**config.mk**
```make
export PLATFORM = sky130hd
export DESIGN_NAME = spm_monitor
export DESIGN_NICKNAME = d
export VERILOG_FILES = /design/src/rtl/spm_monitor.v /design/src/rtl/spm_alarm_log.v
export VERILOG_INCLUDE_DIRS = /design/src /design/src/include
export SDC_FILE = /design/constraint.sdc
export NUM_CORES = 1
export LEC_CHECK = 0
export BUFFER_PORTS_ARGS = -buffer_cell sky130_fd_sc_hd__clkbuf_2
export CAP_MARGIN = 20
export CORE_MARGIN = 2
export CORE_UTILIZATION = 60
export CTS_CLUSTER_SIZE = 28
export DETAILED_ROUTE_END_ITERATION = 10
export HOLD_SLACK_MARGIN = 0.1
export PLACE_DENSITY = 0.83
export SLEW_MARGIN = 0
export SYNTH_ARGS = -nofsm -noshare
export SYNTH_HDL_FRONTEND = slang
export SYNTH_SLANG_ARGS = --single-unit
```
**constraint.sdc**
```tcl
create_clock -name core_clk -period 16.45 [get_ports core_clk]
set_clock_uncertainty 0.15 [all_clocks]
set_input_delay 3.29 -clock core_clk [delete_from_list [all_inputs] [get_ports core_clk]]
set_output_delay 3.29 -clock core_clk [all_outputs]
set_load 0.01 [all_outputs]
```
**src/include/spm_map.vh**
```
// Purpose: Constants for the servo position limit monitor.
// Assumes: 200 MHz core clock, positions in feed-scaled micrometre units.
// Notes: Included by bare name from the design files.
//
// Overview of operation
// - Minus range halves must share one sign, else a parameter error is flagged.
// - Plus and minus range addresses bound the span of the position window output.
// - Nonzero S-curve constant smooths motion and delays positioning done by that time.
// - S-curve time constant is accepted from 0 up to 1000 ms.
// - Alarm history keeps the present alarm plus five earlier alarms.
// - After a history clear the device returns the clear request to default.
// - A new history clear request acts only after a power cycle.
// - Near target output asserts when remaining travel reaches threshold 0 to 65535.
// - Motion beyond the soft limits stops the motor and holds servo lock.
// - Soft limit checking runs from power-on but is suspended during home return.
// - Soft limit checking is off when plus limit equals minus limit.
// - Plus soft limit below minus soft limit raises the parameter error alarm.
`ifndef SPM_MAP_VH
`define SPM_MAP_VH

`define SPM_HALF_W        11
`define SPM_POS_W         32
`define SPM_DIGIT_SCALE   32'sd1000
`define SPM_HALF_RESET    11'h000
`define SPM_SCURVE_W      10
`define SPM_SCURVE_MAX_MS 10'h3E8
`define SPM_NEAR_W        16
`define SPM_CODE_W        8
`define SPM_LOG_DEPTH     6
`define SPM_LOG_IDX_W     3
`define SPM_CLK_PERIOD_NS 5
`define SPM_MS_NS         1000000
`define SPM_MS_CYCLES     (`SPM_MS_NS / `SPM_CLK_PERIOD_NS)
`define SPM_MS_CNT_W      18

`endif

```
**src/rtl/spm_monitor.v**
```verilog
// Purpose: Position window, S-curve completion delay, near target, soft limits, alarm log.
// Assumes: All inputs come from logic on core_clk; sys_rst stands for power-on.
// Notes: Each split address commits when its high half is written.
`timescale 1ns/1ps
`include "spm_map.vh"

module spm_monitor
#(
   parameter MS_CYCLES = `SPM_MS_CYCLES
)
(
   input  wire                              core_clk,
   input  wire                              sys_rst,
   input  wire                              log_init,
   input  wire signed [`SPM_HALF_W-1:0]     range_plus_low_digits,
   input  wire                              range_plus_low_wr,
   input  wire signed [`SPM_HALF_W-1:0]     range_plus_high_digits,
   input  wire                              range_plus_high_wr,
   input  wire signed [`SPM_HALF_W-1:0]     range_minus_low_digits,
   input  wire                              range_minus_low_wr,
   input  wire signed [`SPM_HALF_W-1:0]     range_minus_high_digits,
   input  wire                              range_minus_high_wr,
   input  wire signed [`SPM_HALF_W-1:0]     soft_limit_plus_low,
   input  wire                              soft_limit_plus_low_wr,
   input  wire signed [`SPM_HALF_W-1:0]     soft_limit_plus_high,
   input  wire                              soft_limit_plus_high_wr,
   input  wire signed [`SPM_HALF_W-1:0]     soft_limit_minus_low,
   input  wire                              soft_limit_minus_low_wr,
   input  wire signed [`SPM_HALF_W-1:0]     soft_limit_minus_high,
   input  wire                              soft_limit_minus_high_wr,
   input  wire [`SPM_SCURVE_W-1:0]          s_curve_time_constant,
   input  wire [`SPM_NEAR_W-1:0]            near_target_threshold,
   input  wire                              alarm_log_clear_request,
   input  wire signed [`SPM_POS_W-1:0]      current_position,
   input  wire signed [`SPM_POS_W-1:0]      target_position,
   input  wire [`SPM_POS_W-1:0]             remaining_distance,
   input  wire                              profile_done,
   input  wire                              home_return_active,
   input  wire                              alarm_event,
   input  wire [`SPM_CODE_W-1:0]            alarm_code,
   input  wire [`SPM_LOG_IDX_W-1:0]         alarm_log_rd_idx,
   output reg                               position_window_output,
   output reg                               positioning_done_flag,
   output reg                               near_target_output,
   output reg                               motor_stop,
   output reg                               servo_lock,
   output reg                               parameter_error_alarm,
   output reg                               alarm_log_clear_return,
   output wire [`SPM_CODE_W-1:0]            alarm_log_rd_code,
   output wire                              alarm_log_rd_valid
);

   // Committed halves and the staged low halves of the four split addresses.
   reg signed [`SPM_HALF_W-1:0] rp_lo_stage_q, rp_lo_q, rp_hi_q;
   reg signed [`SPM_HALF_W-1:0] rm_lo_stage_q, rm_lo_q, rm_hi_q;
   reg signed [`SPM_HALF_W-1:0] lp_lo_stage_q, lp_lo_q, lp_hi_q;
   reg signed [`SPM_HALF_W-1:0] lm_lo_stage_q, lm_lo_q, lm_hi_q;

   // Joins an upper and a lower three-digit half into one signed value.
   function signed [`SPM_POS_W-1:0] join_digits;
      input signed [`SPM_HALF_W-1:0] hi;
      input signed [`SPM_HALF_W-1:0] lo;
      reg signed [`SPM_POS_W-1:0] hi_ext;
      reg signed [`SPM_POS_W-1:0] lo_ext;
      reg signed [2*`SPM_POS_W-1:0] prod;
      begin
         hi_ext      = {{(`SPM_POS_W-`SPM_HALF_W){hi[`SPM_HALF_W-1]}}, hi};
         lo_ext      = {{(`SPM_POS_W-`SPM_HALF_W){lo[`SPM_HALF_W-1]}}, lo};
         prod        = hi_ext * `SPM_DIGIT_SCALE;
         join_digits = prod[`SPM_POS_W-1:0] + lo_ext;
      end
   endfunction

   // True when one half is positive and the other negative; zero fits either sign.
   function sign_clash;
      input signed [`SPM_HALF_W-1:0] hi;
      input signed [`SPM_HALF_W-1:0] lo;
      begin
         sign_clash = (hi < 0 && lo > 0) || (hi > 0 && lo < 0);
      end
   endfunction

   // Low half is only staged; the high write commits both so a half-updated value never acts.
   always @(posedge core_clk)
   begin
      if (sys_rst)
      begin
         rp_lo_stage_q <= `SPM_HALF_RESET;
         rp_lo_q       <= `SPM_HALF_RESET;
         rp_hi_q       <= `SPM_HALF_RESET;
         rm_lo_stage_q <= `SPM_HALF_RESET;
         rm_lo_q       <= `SPM_HALF_RESET;
         rm_hi_q       <= `SPM_HALF_RESET;
         lp_lo_stage_q <= `SPM_HALF_RESET;
         lp_lo_q       <= `SPM_HALF_RESET;
         lp_hi_q       <= `SPM_HALF_RESET;
         lm_lo_stage_q <= `SPM_HALF_RESET;
         lm_lo_q       <= `SPM_HALF_RESET;
         lm_hi_q       <= `SPM_HALF_RESET;
      end
      else
      begin
         if (range_plus_low_wr)
            rp_lo_stage_q <= range_plus_low_digits;
         if (range_plus_high_wr)
         begin
            rp_hi_q <= range_plus_high_digits;
            rp_lo_q <= rp_lo_stage_q;
         end
         if (range_minus_low_wr)
            rm_lo_stage_q <= range_minus_low_digits;
         if (range_minus_high_wr)
         begin
            rm_hi_q <= range_minus_high_digits;
            rm_lo_q <= rm_lo_stage_q;
         end
         if (soft_limit_plus_low_wr)
            lp_lo_stage_q <= soft_limit_plus_low;
         if (soft_limit_plus_high_wr)
         begin
            lp_hi_q <= soft_limit_plus_high;
            lp_lo_q <= lp_lo_stage_q;
         end
         if (soft_limit_minus_low_wr)
            lm_lo_stage_q <= soft_limit_minus_low;
         if (soft_limit_minus_high_wr)
         begin
            lm_hi_q <= soft_limit_minus_high;
            lm_lo_q <= lm_lo_stage_q;
         end
      end
   end

   // Combined addresses and the checks on them.
   wire signed [`SPM_POS_W-1:0] range_plus  = join_digits(rp_hi_q, rp_lo_q);
   wire signed [`SPM_POS_W-1:0] range_minus = join_digits(rm_hi_q, rm_lo_q);
   wire signed [`SPM_POS_W-1:0] limit_plus  = join_digits(lp_hi_q, lp_lo_q);
   wire signed [`SPM_POS_W-1:0] limit_minus = join_digits(lm_hi_q, lm_lo_q);
   wire range_sign_err = sign_clash(rm_hi_q, rm_lo_q) || sign_clash(rp_hi_q, rp_lo_q);
   wire limit_sign_err = sign_clash(lp_hi_q, lp_lo_q) || sign_clash(lm_hi_q, lm_lo_q);
   wire limit_order_err = limit_plus < limit_minus;
   wire limit_enabled = (limit_plus != limit_minus) && !home_return_active;
   wire limit_hit = limit_enabled && !limit_order_err &&
                    (target_position > limit_plus || target_position < limit_minus);

   // Parameter error, window, near target and limit stop outputs, all registered.
   always @(posedge core_clk)
   begin
      if (sys_rst)
      begin
         parameter_error_alarm  <= 1'b0;
         position_window_output <= 1'b0;
         near_target_output     <= 1'b0;
         motor_stop             <= 1'b0;
         servo_lock             <= 1'b0;
      end
      else
      begin
         parameter_error_alarm  <= range_sign_err || limit_sign_err || limit_order_err;
         position_window_output <= current_position >= range_minus &&
                                   current_position <= range_plus;
         near_target_output     <= remaining_distance <= {16'h0000, near_target_threshold};
         // Stop holds only while the command still lies outside, like a stroke end.
         motor_stop             <= limit_hit;
         servo_lock             <= limit_hit;
      end
   end

   // S-curve completion delay: whole milliseconds from a prescaler, clamped to the maximum.
   wire [`SPM_SCURVE_W-1:0] tc_ms = (s_curve_time_constant > `SPM_SCURVE_MAX_MS) ?
                                    `SPM_SCURVE_MAX_MS : s_curve_time_constant;
   reg [`SPM_MS_CNT_W-1:0] ms_cnt_q;
   reg [`SPM_SCURVE_W-1:0] ms_done_q;
   reg                     delaying_q;
   reg                     done_seen_q;
   wire ms_tick = (ms_cnt_q == MS_CYCLES - 1);

   always @(posedge core_clk)
   begin
      if (sys_rst)
      begin
         ms_cnt_q              <= {`SPM_MS_CNT_W{1'b0}};
         ms_done_q             <= {`SPM_SCURVE_W{1'b0}};
         delaying_q            <= 1'b0;
         done_seen_q           <= 1'b0;
         positioning_done_flag <= 1'b0;
      end
      else
      begin
         done_seen_q <= profile_done;
         if (!profile_done)
         begin
            // A new move drops completion and aborts any pending delay.
            delaying_q            <= 1'b0;
            positioning_done_flag <= 1'b0;
         end
         else if (!done_seen_q)
         begin
            ms_cnt_q   <= {`SPM_MS_CNT_W{1'b0}};
            ms_done_q  <= {`SPM_SCURVE_W{1'b0}};
            delaying_q <= (tc_ms != {`SPM_SCURVE_W{1'b0}});
            positioning_done_flag <= (tc_ms == {`SPM_SCURVE_W{1'b0}});
         end
         else if (delaying_q)
         begin
            ms_cnt_q <= ms_tick ? {`SPM_MS_CNT_W{1'b0}} : ms_cnt_q + 1'b1;
            if (ms_tick)
            begin
               ms_done_q <= ms_done_q + 1'b1;
               if (ms_done_q + 1'b1 >= tc_ms)
               begin
                  delaying_q            <= 1'b0;
                  positioning_done_flag <= 1'b1;
               end
            end
         end
      end
   end

   // Clear request is caught once after power-on; later changes wait for the next one.
   reg clear_armed_q;
   reg clear_taken_q;
   wire log_clear = clear_armed_q && !clear_taken_q;

   always @(posedge core_clk)
   begin
      if (sys_rst)
      begin
         clear_armed_q          <= 1'b0;
         clear_taken_q          <= 1'b0;
         alarm_log_clear_return <= 1'b0;
      end
      else
      begin
         if (!clear_taken_q && !clear_armed_q)
            clear_armed_q <= alarm_log_clear_request;
         if (clear_armed_q || !alarm_log_clear_request)
            clear_taken_q <= 1'b1;
         alarm_log_clear_return <= log_clear;
      end
   end

   // History store; a clear and an alarm in the same cycle keep the alarm out.
   spm_alarm_log u_log
   (
      .core_clk   (core_clk),
      .log_init   (log_init),
      .clear      (log_clear),
      .push       (alarm_event && !sys_rst),
      .push_code  (alarm_code),
      .rd_idx     (alarm_log_rd_idx),
      .rd_code_q  (alarm_log_rd_code),
      .rd_valid_q (alarm_log_rd_valid)
   );

endmodule

```
**src/rtl/spm_alarm_log.v**
```verilog
// Purpose: Six-entry alarm history, newest entry at index 0.
// Assumes: Entries survive sys_rst; only log_init or clear empties them.
// Notes: Read data comes from a register, one cycle after the index.
`timescale 1ns/1ps
`include "spm_map.vh"

module spm_alarm_log
(
   input  wire                        core_clk,
   input  wire                        log_init,
   input  wire                        clear,
   input  wire                        push,
   input  wire [`SPM_CODE_W-1:0]      push_code,
   input  wire [`SPM_LOG_IDX_W-1:0]   rd_idx,
   output reg  [`SPM_CODE_W-1:0]      rd_code_q,
   output reg                         rd_valid_q
);

   reg [`SPM_CODE_W-1:0] code_q  [0:`SPM_LOG_DEPTH-1];
   reg [`SPM_LOG_DEPTH-1:0] valid_q;
   integer i;

   // The log is kept across sys_rst on purpose, so history counts from first power-up.
   always @(posedge core_clk)
   begin
      if (log_init || clear)
      begin
         valid_q <= {`SPM_LOG_DEPTH{1'b0}};
         for (i = 0; i < `SPM_LOG_DEPTH; i = i + 1)
            code_q[i] <= {`SPM_CODE_W{1'b0}};
      end
      else if (push)
      begin
         code_q[0]  <= push_code;
         valid_q    <= {valid_q[`SPM_LOG_DEPTH-2:0], 1'b1};
         for (i = 1; i < `SPM_LOG_DEPTH; i = i + 1)
            code_q[i] <= code_q[i-1];
      end
   end

   // Registered read; indices past the last entry read as empty.
   always @(posedge core_clk)
   begin
      if (log_init || rd_idx >= `SPM_LOG_DEPTH)
      begin
         rd_code_q  <= {`SPM_CODE_W{1'b0}};
         rd_valid_q <= 1'b0;
      end
      else
      begin
         rd_code_q  <= code_q[rd_idx];
         rd_valid_q <= valid_q[rd_idx];
      end
   end

endmodule

```
==> results.md, run 1 <==
- Average size of a mapped cell: 8.91 um^2
- Most frequent cell after synthesis: inv_1
- CTS buffer count: 27
- Highest routed layer: met5
- Wire length on met3: 3680 um
- #FFs+latches synth: 233
- Fmax: 125 MHz
- Die height: 207 um
- Global-route wire length before repair: 97500 um
- Worst-path clk slew: 0.06 ns
- Mean number of vias per cell: 5.55
- Ys Warns: 0
- GR Util All Layers: 0.270
- Slowest-stage cell, CP: fa_1
- Max transition margin: 0.336
- Hpwl dp: 47800 um
- DR vias: 19900
- Hold WC Path Type: flip-flop to flip-flop
- Sequential area share after synthesis: 0.207
- Post-layout min period: 8.01 ns
- Async SR Flop Fraction: 0
- Final setup viols: 0
- Post-route DRC: 0
- Setup TNS: 0 ns
- Worst hold slack: 0.301 ns
- Cell taking the most area after synthesis: ha_1
- Outcome: completed
- Post-synth top flop: dfxtp_1
- DRT antenna net count: 0
- Final core utilization: 0.673
- Final hold viol count: 0
- Largest net degree at the start of global routing: 96
- Most frequent CP cell: inv_1
- Unrepaired setup endpoints after global routing: false
- Core ar.: 40800 um^2
- Synth cell types: 75
- Lkg Pwr: 14.4 nW
- Startpoint Class: flip-flop
- Synth Cell Area: 24800 um^2
- Pre-Repair DR Iteration Count: 6
- CP endpoint kind: flip-flop
- Number of flops mapped to enable cells by yosys: 48
- I/O Buffers: 251
- Met2 WL: 27700 um
- Slew Limit Fails: 0
- Fraction of layout cells with a size suffix above 1: 0.110
- Top cells by count, synth: inv_1 (538), ha_1 (421), nor2_1 (255), dfxtp_1 (185), fa_1 (161)
- Worst-skew pair later-pin latency: 0.57 ns
- Final period utilization: 0.487
- # IOs: 252
- P&R area growth vs syn: 10.6%
- Post-Route WL: 58400 um
- DR iter-0 viols: 1055
- Placed Area: 26600 um^2
- Post-cts sizing count: 0
- Fill cells: 3185
- Max-cap violations: 0
- Design Area, Final: 27500 um^2
- Crit-path max cell delay: 0.56 ns
- Vias in the first global route: 20200
- Congestion Overflow GR: 0
- Post-cts hold buffer count: 0
- Largest buffer count on any clock path: 3
- Initial antenna violation count: 10
- Worst Path Required: 16.76 ns
- Power per Cell Area: 111 nW/um^2
- Critical path type: flip-flop to flip-flop
- Crit path DAT: 8.33 ns
- Drt wl/cell: 16.3 um
- Die area: 43000 um^2
- Root buffer cell: clkbuf_16
- Metal1 wirelength: 25300 um
- Post-synth top area share: 0.212
- Row cnt: 74
- Power Total: 3.04 mW
- GPL Wtd Cong: 0.929
- Top cells by area, synth: ha_1 (21%), dfxtp_1 (15%), fa_1 (13%)
- CTS sink cnt: 233
- Worst-Margin Slew: 0.996 ns
- CTS H-tree lvls: 1
- Maximum vdd drop: 0.0850 mV
- Die Wd: 207 um
- Cells after synthesis: 2787
- Synthesized net count: 3605
- Setup bufs post-CTS: 0
- Final Net Count: 3838
- Crit-path max FO: 7
- Initial core utilization: 0.608
- CTS tree: done
-- sequential cells by signal, indices dropped and copies added, names as in the netlist, 6 cells and up --
signal and cells:
u_log.code_q 48, ms_cnt_q 18, lm_hi_q 11, lm_lo_q 11
lm_lo_stage_q 11, lp_hi_q 11, lp_lo_q 11, lp_lo_stage_q 11
rm_hi_q 11, rm_lo_q 11, rm_lo_stage_q 11, rp_hi_q 11
rp_lo_q 11, rp_lo_stage_q 11, ms_done_q 10, u_log.rd_code_q 8
u_log.valid_q 6
-- per-stage QoR --
step,setup slack [ns],instances
after global routing,7.80,3575
after detailed placement,8.57,3523
final,8.44,3576
after floorplan,9.28,2787
after CTS,8.52,3573
after global placement,8.77,3523
-- routing by layer --
metal,up-vias,global-route usage
met5,-,0
li1,9798,-
met2,505,0.467
met3,117,0.0563
met1,9419,0.344
met4,14,0.0704
-- power breakdown --
group / internal, mW / switching, mW
registers: 0.615 / 0.0346
logic: 0.778 / 1.02
clock network: 0.332 / 0.260
-- layout by cell type, fill, tap and decap left out, types with 6 or more instances in the layout --
cell type / count
a211o_1: 7
a211oi_1: 20
a21boi_0: 6
a21o_1: 59
a21oi_1: 116
a22o_1: 9
a31oi_1: 24
and2_1: 61
and3_1: 25
and4_1: 6
clkbuf_16: 27
clkbuf_2: 250
dfxtp_1: 185
edfxtp_1: 48
fa_1: 161
ha_1: 421
inv_1: 538
mux2i_1: 143
mux4_2: 9
nand2_1: 93
nand2b_1: 20
nand3_1: 44
nand4_1: 29
nor2_1: 255
nor2b_1: 26
nor3_1: 31
nor4_1: 19
o211ai_1: 12
o21a_1: 26
o21ai_0: 75
o21bai_1: 17
o31ai_1: 10
or2_2: 13
or3_1: 7
xnor2_1: 89
xor2_1: 59
-- worst max-delay path: cells and delay by family, from the launching register on --
kind | cells | cell delay (ns)
fa+ha+maj | 7 | 3.05
compound gates | 16 | 3.33
simple gates | 2 | 0.27
flops | 1 | 0.50
xor+xnor | 1 | 0.24
buf+inv | 5 | 0.37
-- area by class of cell --
type,instances,area [um^2],area share
inverter,538,2020,0.0735
sequential,233,5140,0.187
tap,532,666,0.0242
clock inverter,16,144,0.00524
multi-input combinational,1966,17500,0.637
timing repair buffer,254,1280,0.0466
antenna,3,7.51,0.000273
clock buffer,34,722,0.0263
-- cells by family after synthesis --
family	synth area share
flip-flops	0.207
AO/OA/AOI/OAI	0.118
XOR/XNOR	0.0522
multiplexers	0.0662
AND/OR/NAND/NOR	0.125
buffers and inverters	0.0891
adder cells (fa/ha/maj)	0.342
-- worst paths after layout --
check,startpoint,to,slack [ns],depth (start not counted)
worst max-delay path,lp_hi_q[3],servo_lock,8.44,31
worst min-delay path,positioning_done_flag,positioning_done_flag,0.30,2
worst min register to register,positioning_done_flag,positioning_done_flag,0.30,2
worst max register to register,lp_hi_q[3],servo_lock,8.44,31
No activity file was read; power rests on OpenSTA's default activity.
==> run 2, diff against run 1 <==
--- a/config.mk
+++ b/config.mk
@@ -9,11 +9,11 @@
 export BUFFER_PORTS_ARGS = -buffer_cell sky130_fd_sc_hd__clkbuf_2
 export CAP_MARGIN = 20
 export CORE_MARGIN = 2
-export CORE_UTILIZATION = 60
+export CORE_UTILIZATION = 56
 export CTS_CLUSTER_SIZE = 28
 export DETAILED_ROUTE_END_ITERATION = 10
 export HOLD_SLACK_MARGIN = 0.1
-export PLACE_DENSITY = 0.83
+export PLACE_DENSITY = 0.81
 export SLEW_MARGIN = 0
 export SYNTH_ARGS = -nofsm -noshare
 export SYNTH_HDL_FRONTEND = slang
==> constraint.sdc (replaced) <==
create_clock -name core_clk -period 6.6 [get_ports core_clk]
set_clock_uncertainty 0.15 [all_clocks]
set_input_delay 1.32 -clock core_clk [delete_from_list [all_inputs] [get_ports core_clk]]
set_output_delay 1.32 -clock core_clk [all_outputs]
set_load 0.01 [all_outputs]
==> results.md, run 2 (synthesis results as in run 1) <==
- Slowest-stage cell, CP: fa_1
- Critical path type: flip-flop to flip-flop
- Worst Path Required: 6.92 ns
- Root buffer cell: clkbuf_16
- Final cell count without fillers: 3911
- Row cnt: 77
- Most frequent cells in the layout: inv_1 (516), ha_1 (409), buf_4 (276)
- Ant. Diodes: 0
- Power per Cell Area: 300 nW/um^2
- I/O Buffers: 251
- Fill cells: 3370
- GR Util All Layers: 0.271
- CP endpoint kind: flip-flop
- Outcome: complete, but fails checks
- Metal1 wirelength: 27500 um
- Final hold viol count: 0
- R2r startpoint: lp_hi_q[3]
- Final setup viols: 3
- Post-layout min period: 7.11 ns
- Placed Cells: 3844
- Unrepaired setup endpoints after global routing: true
- Fmax: 141 MHz
- Mean number of vias per cell: 5.36
- FF/Latch Area: 5190 um^2
- Initial core utilization: 0.564
- Maximum vdd drop: 0.266 mV
- Largest buffer count on any clock path: 3
- Initial antenna violation count: 0
- Startpoint Class: flip-flop
- Highest routed layer: met4
- Core ar.: 44000 um^2
- Fin worst setup slack: -0.514 ns
- Largest regs: u_log.code_q x48, ms_cnt_q x18
- Die height: 215 um
- GPL Wtd Cong: 0.918
- Biggest register: u_log.code_q
- Final period utilization: 1.08
- Pre-Repair DR Iteration Count: 5
- Crit path DAT: 7.43 ns
- Post-Route WL: 62300 um
- Met2 WL: 30000 um
- Failing checks: negative setup slack
- Largest register FFs: 48
- Hold path depth: 2
- Worst-skew pair later-pin latency: 0.59 ns
- Lkg Pwr: 15.9 nW
- Crit-path max cell delay: 0.54 ns
- Hold WC Path Type: flip-flop to flip-flop
- P&R area growth vs syn: 22.6%
- Max transition margin: 0.434
- Commonest non-fill, non-tap cell in the layout: inv_1
- Worst-path clk slew: 0.06 ns
- DRT antenna net count: 0
- Crit-path max FO: 5
- Slew Limit Fails: 0
- Place WS: -0.562 ns
- CTS tree: done
- Worst-Margin Slew: 0.849 ns
- DR vias: 21000
- # IOs: 252
- Final Net Count: 4116
- Drt wl/cell: 15.9 um
- Worst r2r path cells: 30
- DR iter-0 viols: 948
- Congestion Overflow GR: 0
- Die Wd: 215 um
- Final core utilization: 0.692
- Vias in the first global route: 22000
- CTS buffer count: 27
- Die area: 46100 um^2
- CTS sink cnt: 233
- Largest net degree at the start of global routing: 148
- Hpwl dp: 50700 um
- Wire length on met3: 2910 um
- Worst R2R End: servo_lock
- Fraction of layout cells with a size suffix above 1: 0.230
- Global-route wire length before repair: 104000 um
- Multi-input gate area: 18100 um^2
- Post-route DRC: 0
- Worst hold slack: 0.307 ns
- Power Total: 9.14 mW
- Max-cap violations: 0
- Min-delay src: positioning_done_flag
- CTS H-tree lvls: 1
- Worst hold endpoint: positioning_done_flag
- R2R Setup Slk: -0.51 ns
==> run 2: changes by cell type in the layout (fill, tap and decap cells not counted), moves of 9 or more <==
| cell | delta |
|---|---|
| buf_4 | +272 |
| dfxtp_1 | -22 |
| inv_1 | -22 |
| ha_4 | +11 |
| inv_2 | +18 |
| a21oi_1 | -25 |
| ha_1 | -12 |
| dfxtp_4 | +9 |
| o21ai_1 | +10 |
| dfxtp_2 | +13 |
| o21ai_2 | +15 |
| o21ai_0 | -25 |
| a21oi_2 | +24 |
==> run 2: worst max-delay path, delay by kind of cell, from the launching register on <==
family          cells  cell delay [ns]
xor+xnor            2             0.30
fa+ha+maj           7             2.66
compound gates     14             2.71
buf+inv             3             0.24
simple gates        4             0.57
flops               1             0.36
==> run 2: cell type report <==
| cell class | instances | area share |
|---|---|---|
| Clock buffer | 36 | 0.0250 |
| Timing Repair Buffer | 532 | 0.112 |
| Clock inverter | 14 | 0.00645 |
| Sequential cell | 233 | 0.171 |
| Inverter | 538 | 0.0667 |
| Multi-Input combinational cell | 1966 | 0.595 |
| Tap cell | 592 | 0.0243 |
==> run 2: what timing repair did <==
item                       in CTS  in global routing
resized for setup             105                 24
setup buffers                  15                  2
pin swaps                     112                 42
hold buffers                    0                  0
setup endpoints to repair       3                  3
==> run 2: how the worst max path moves through the flow <==
stage | slack [ns] | cells after the start | endpoint | startpoint
2_1_floorplan | -0.04 | 30 | servo_lock | lp_hi_q[3]
3_3_place_gp | -0.39 | 34 | servo_lock | lp_hi_q[2]
3_5_place_dp | -0.56 | 34 | servo_lock | lp_hi_q[2]
4_1_cts | -0.39 | 33 | servo_lock | lm_hi_q[3]
5_1_grt | -0.81 | 32 | servo_lock | lp_hi_q[3]
6_report | -0.51 | 30 | servo_lock | lp_hi_q[3]
==> run 2: power breakdown <==
part	total, mW	internal, mW	leakage, nW	switching [mW]
Sequential	1.59	1.53	2.05	0.0594
Clock	1.63	0.973	0.471	0.654
Combinational	5.92	2.90	13.4	3.01
==> run 2: metal layers <==
metal  vias to the layer above  global-route usage
li1                      10400                   -
met1                      9986               0.347
met2                       515               0.475
met3                       110              0.0376
met4                         0              0.0782
met5                         -                   0
==> run 2: per-stage QoR <==
step	instance area, um^2	TNS (ns)
2_1_floorplan	25000	-0.0365
4_1_cts	30300	-0.688
3_5_place_dp	28800	-1.32
6_report	30400	-1.04
3_3_place_gp	28800	-0.802
5_1_grt	30400	-1.94
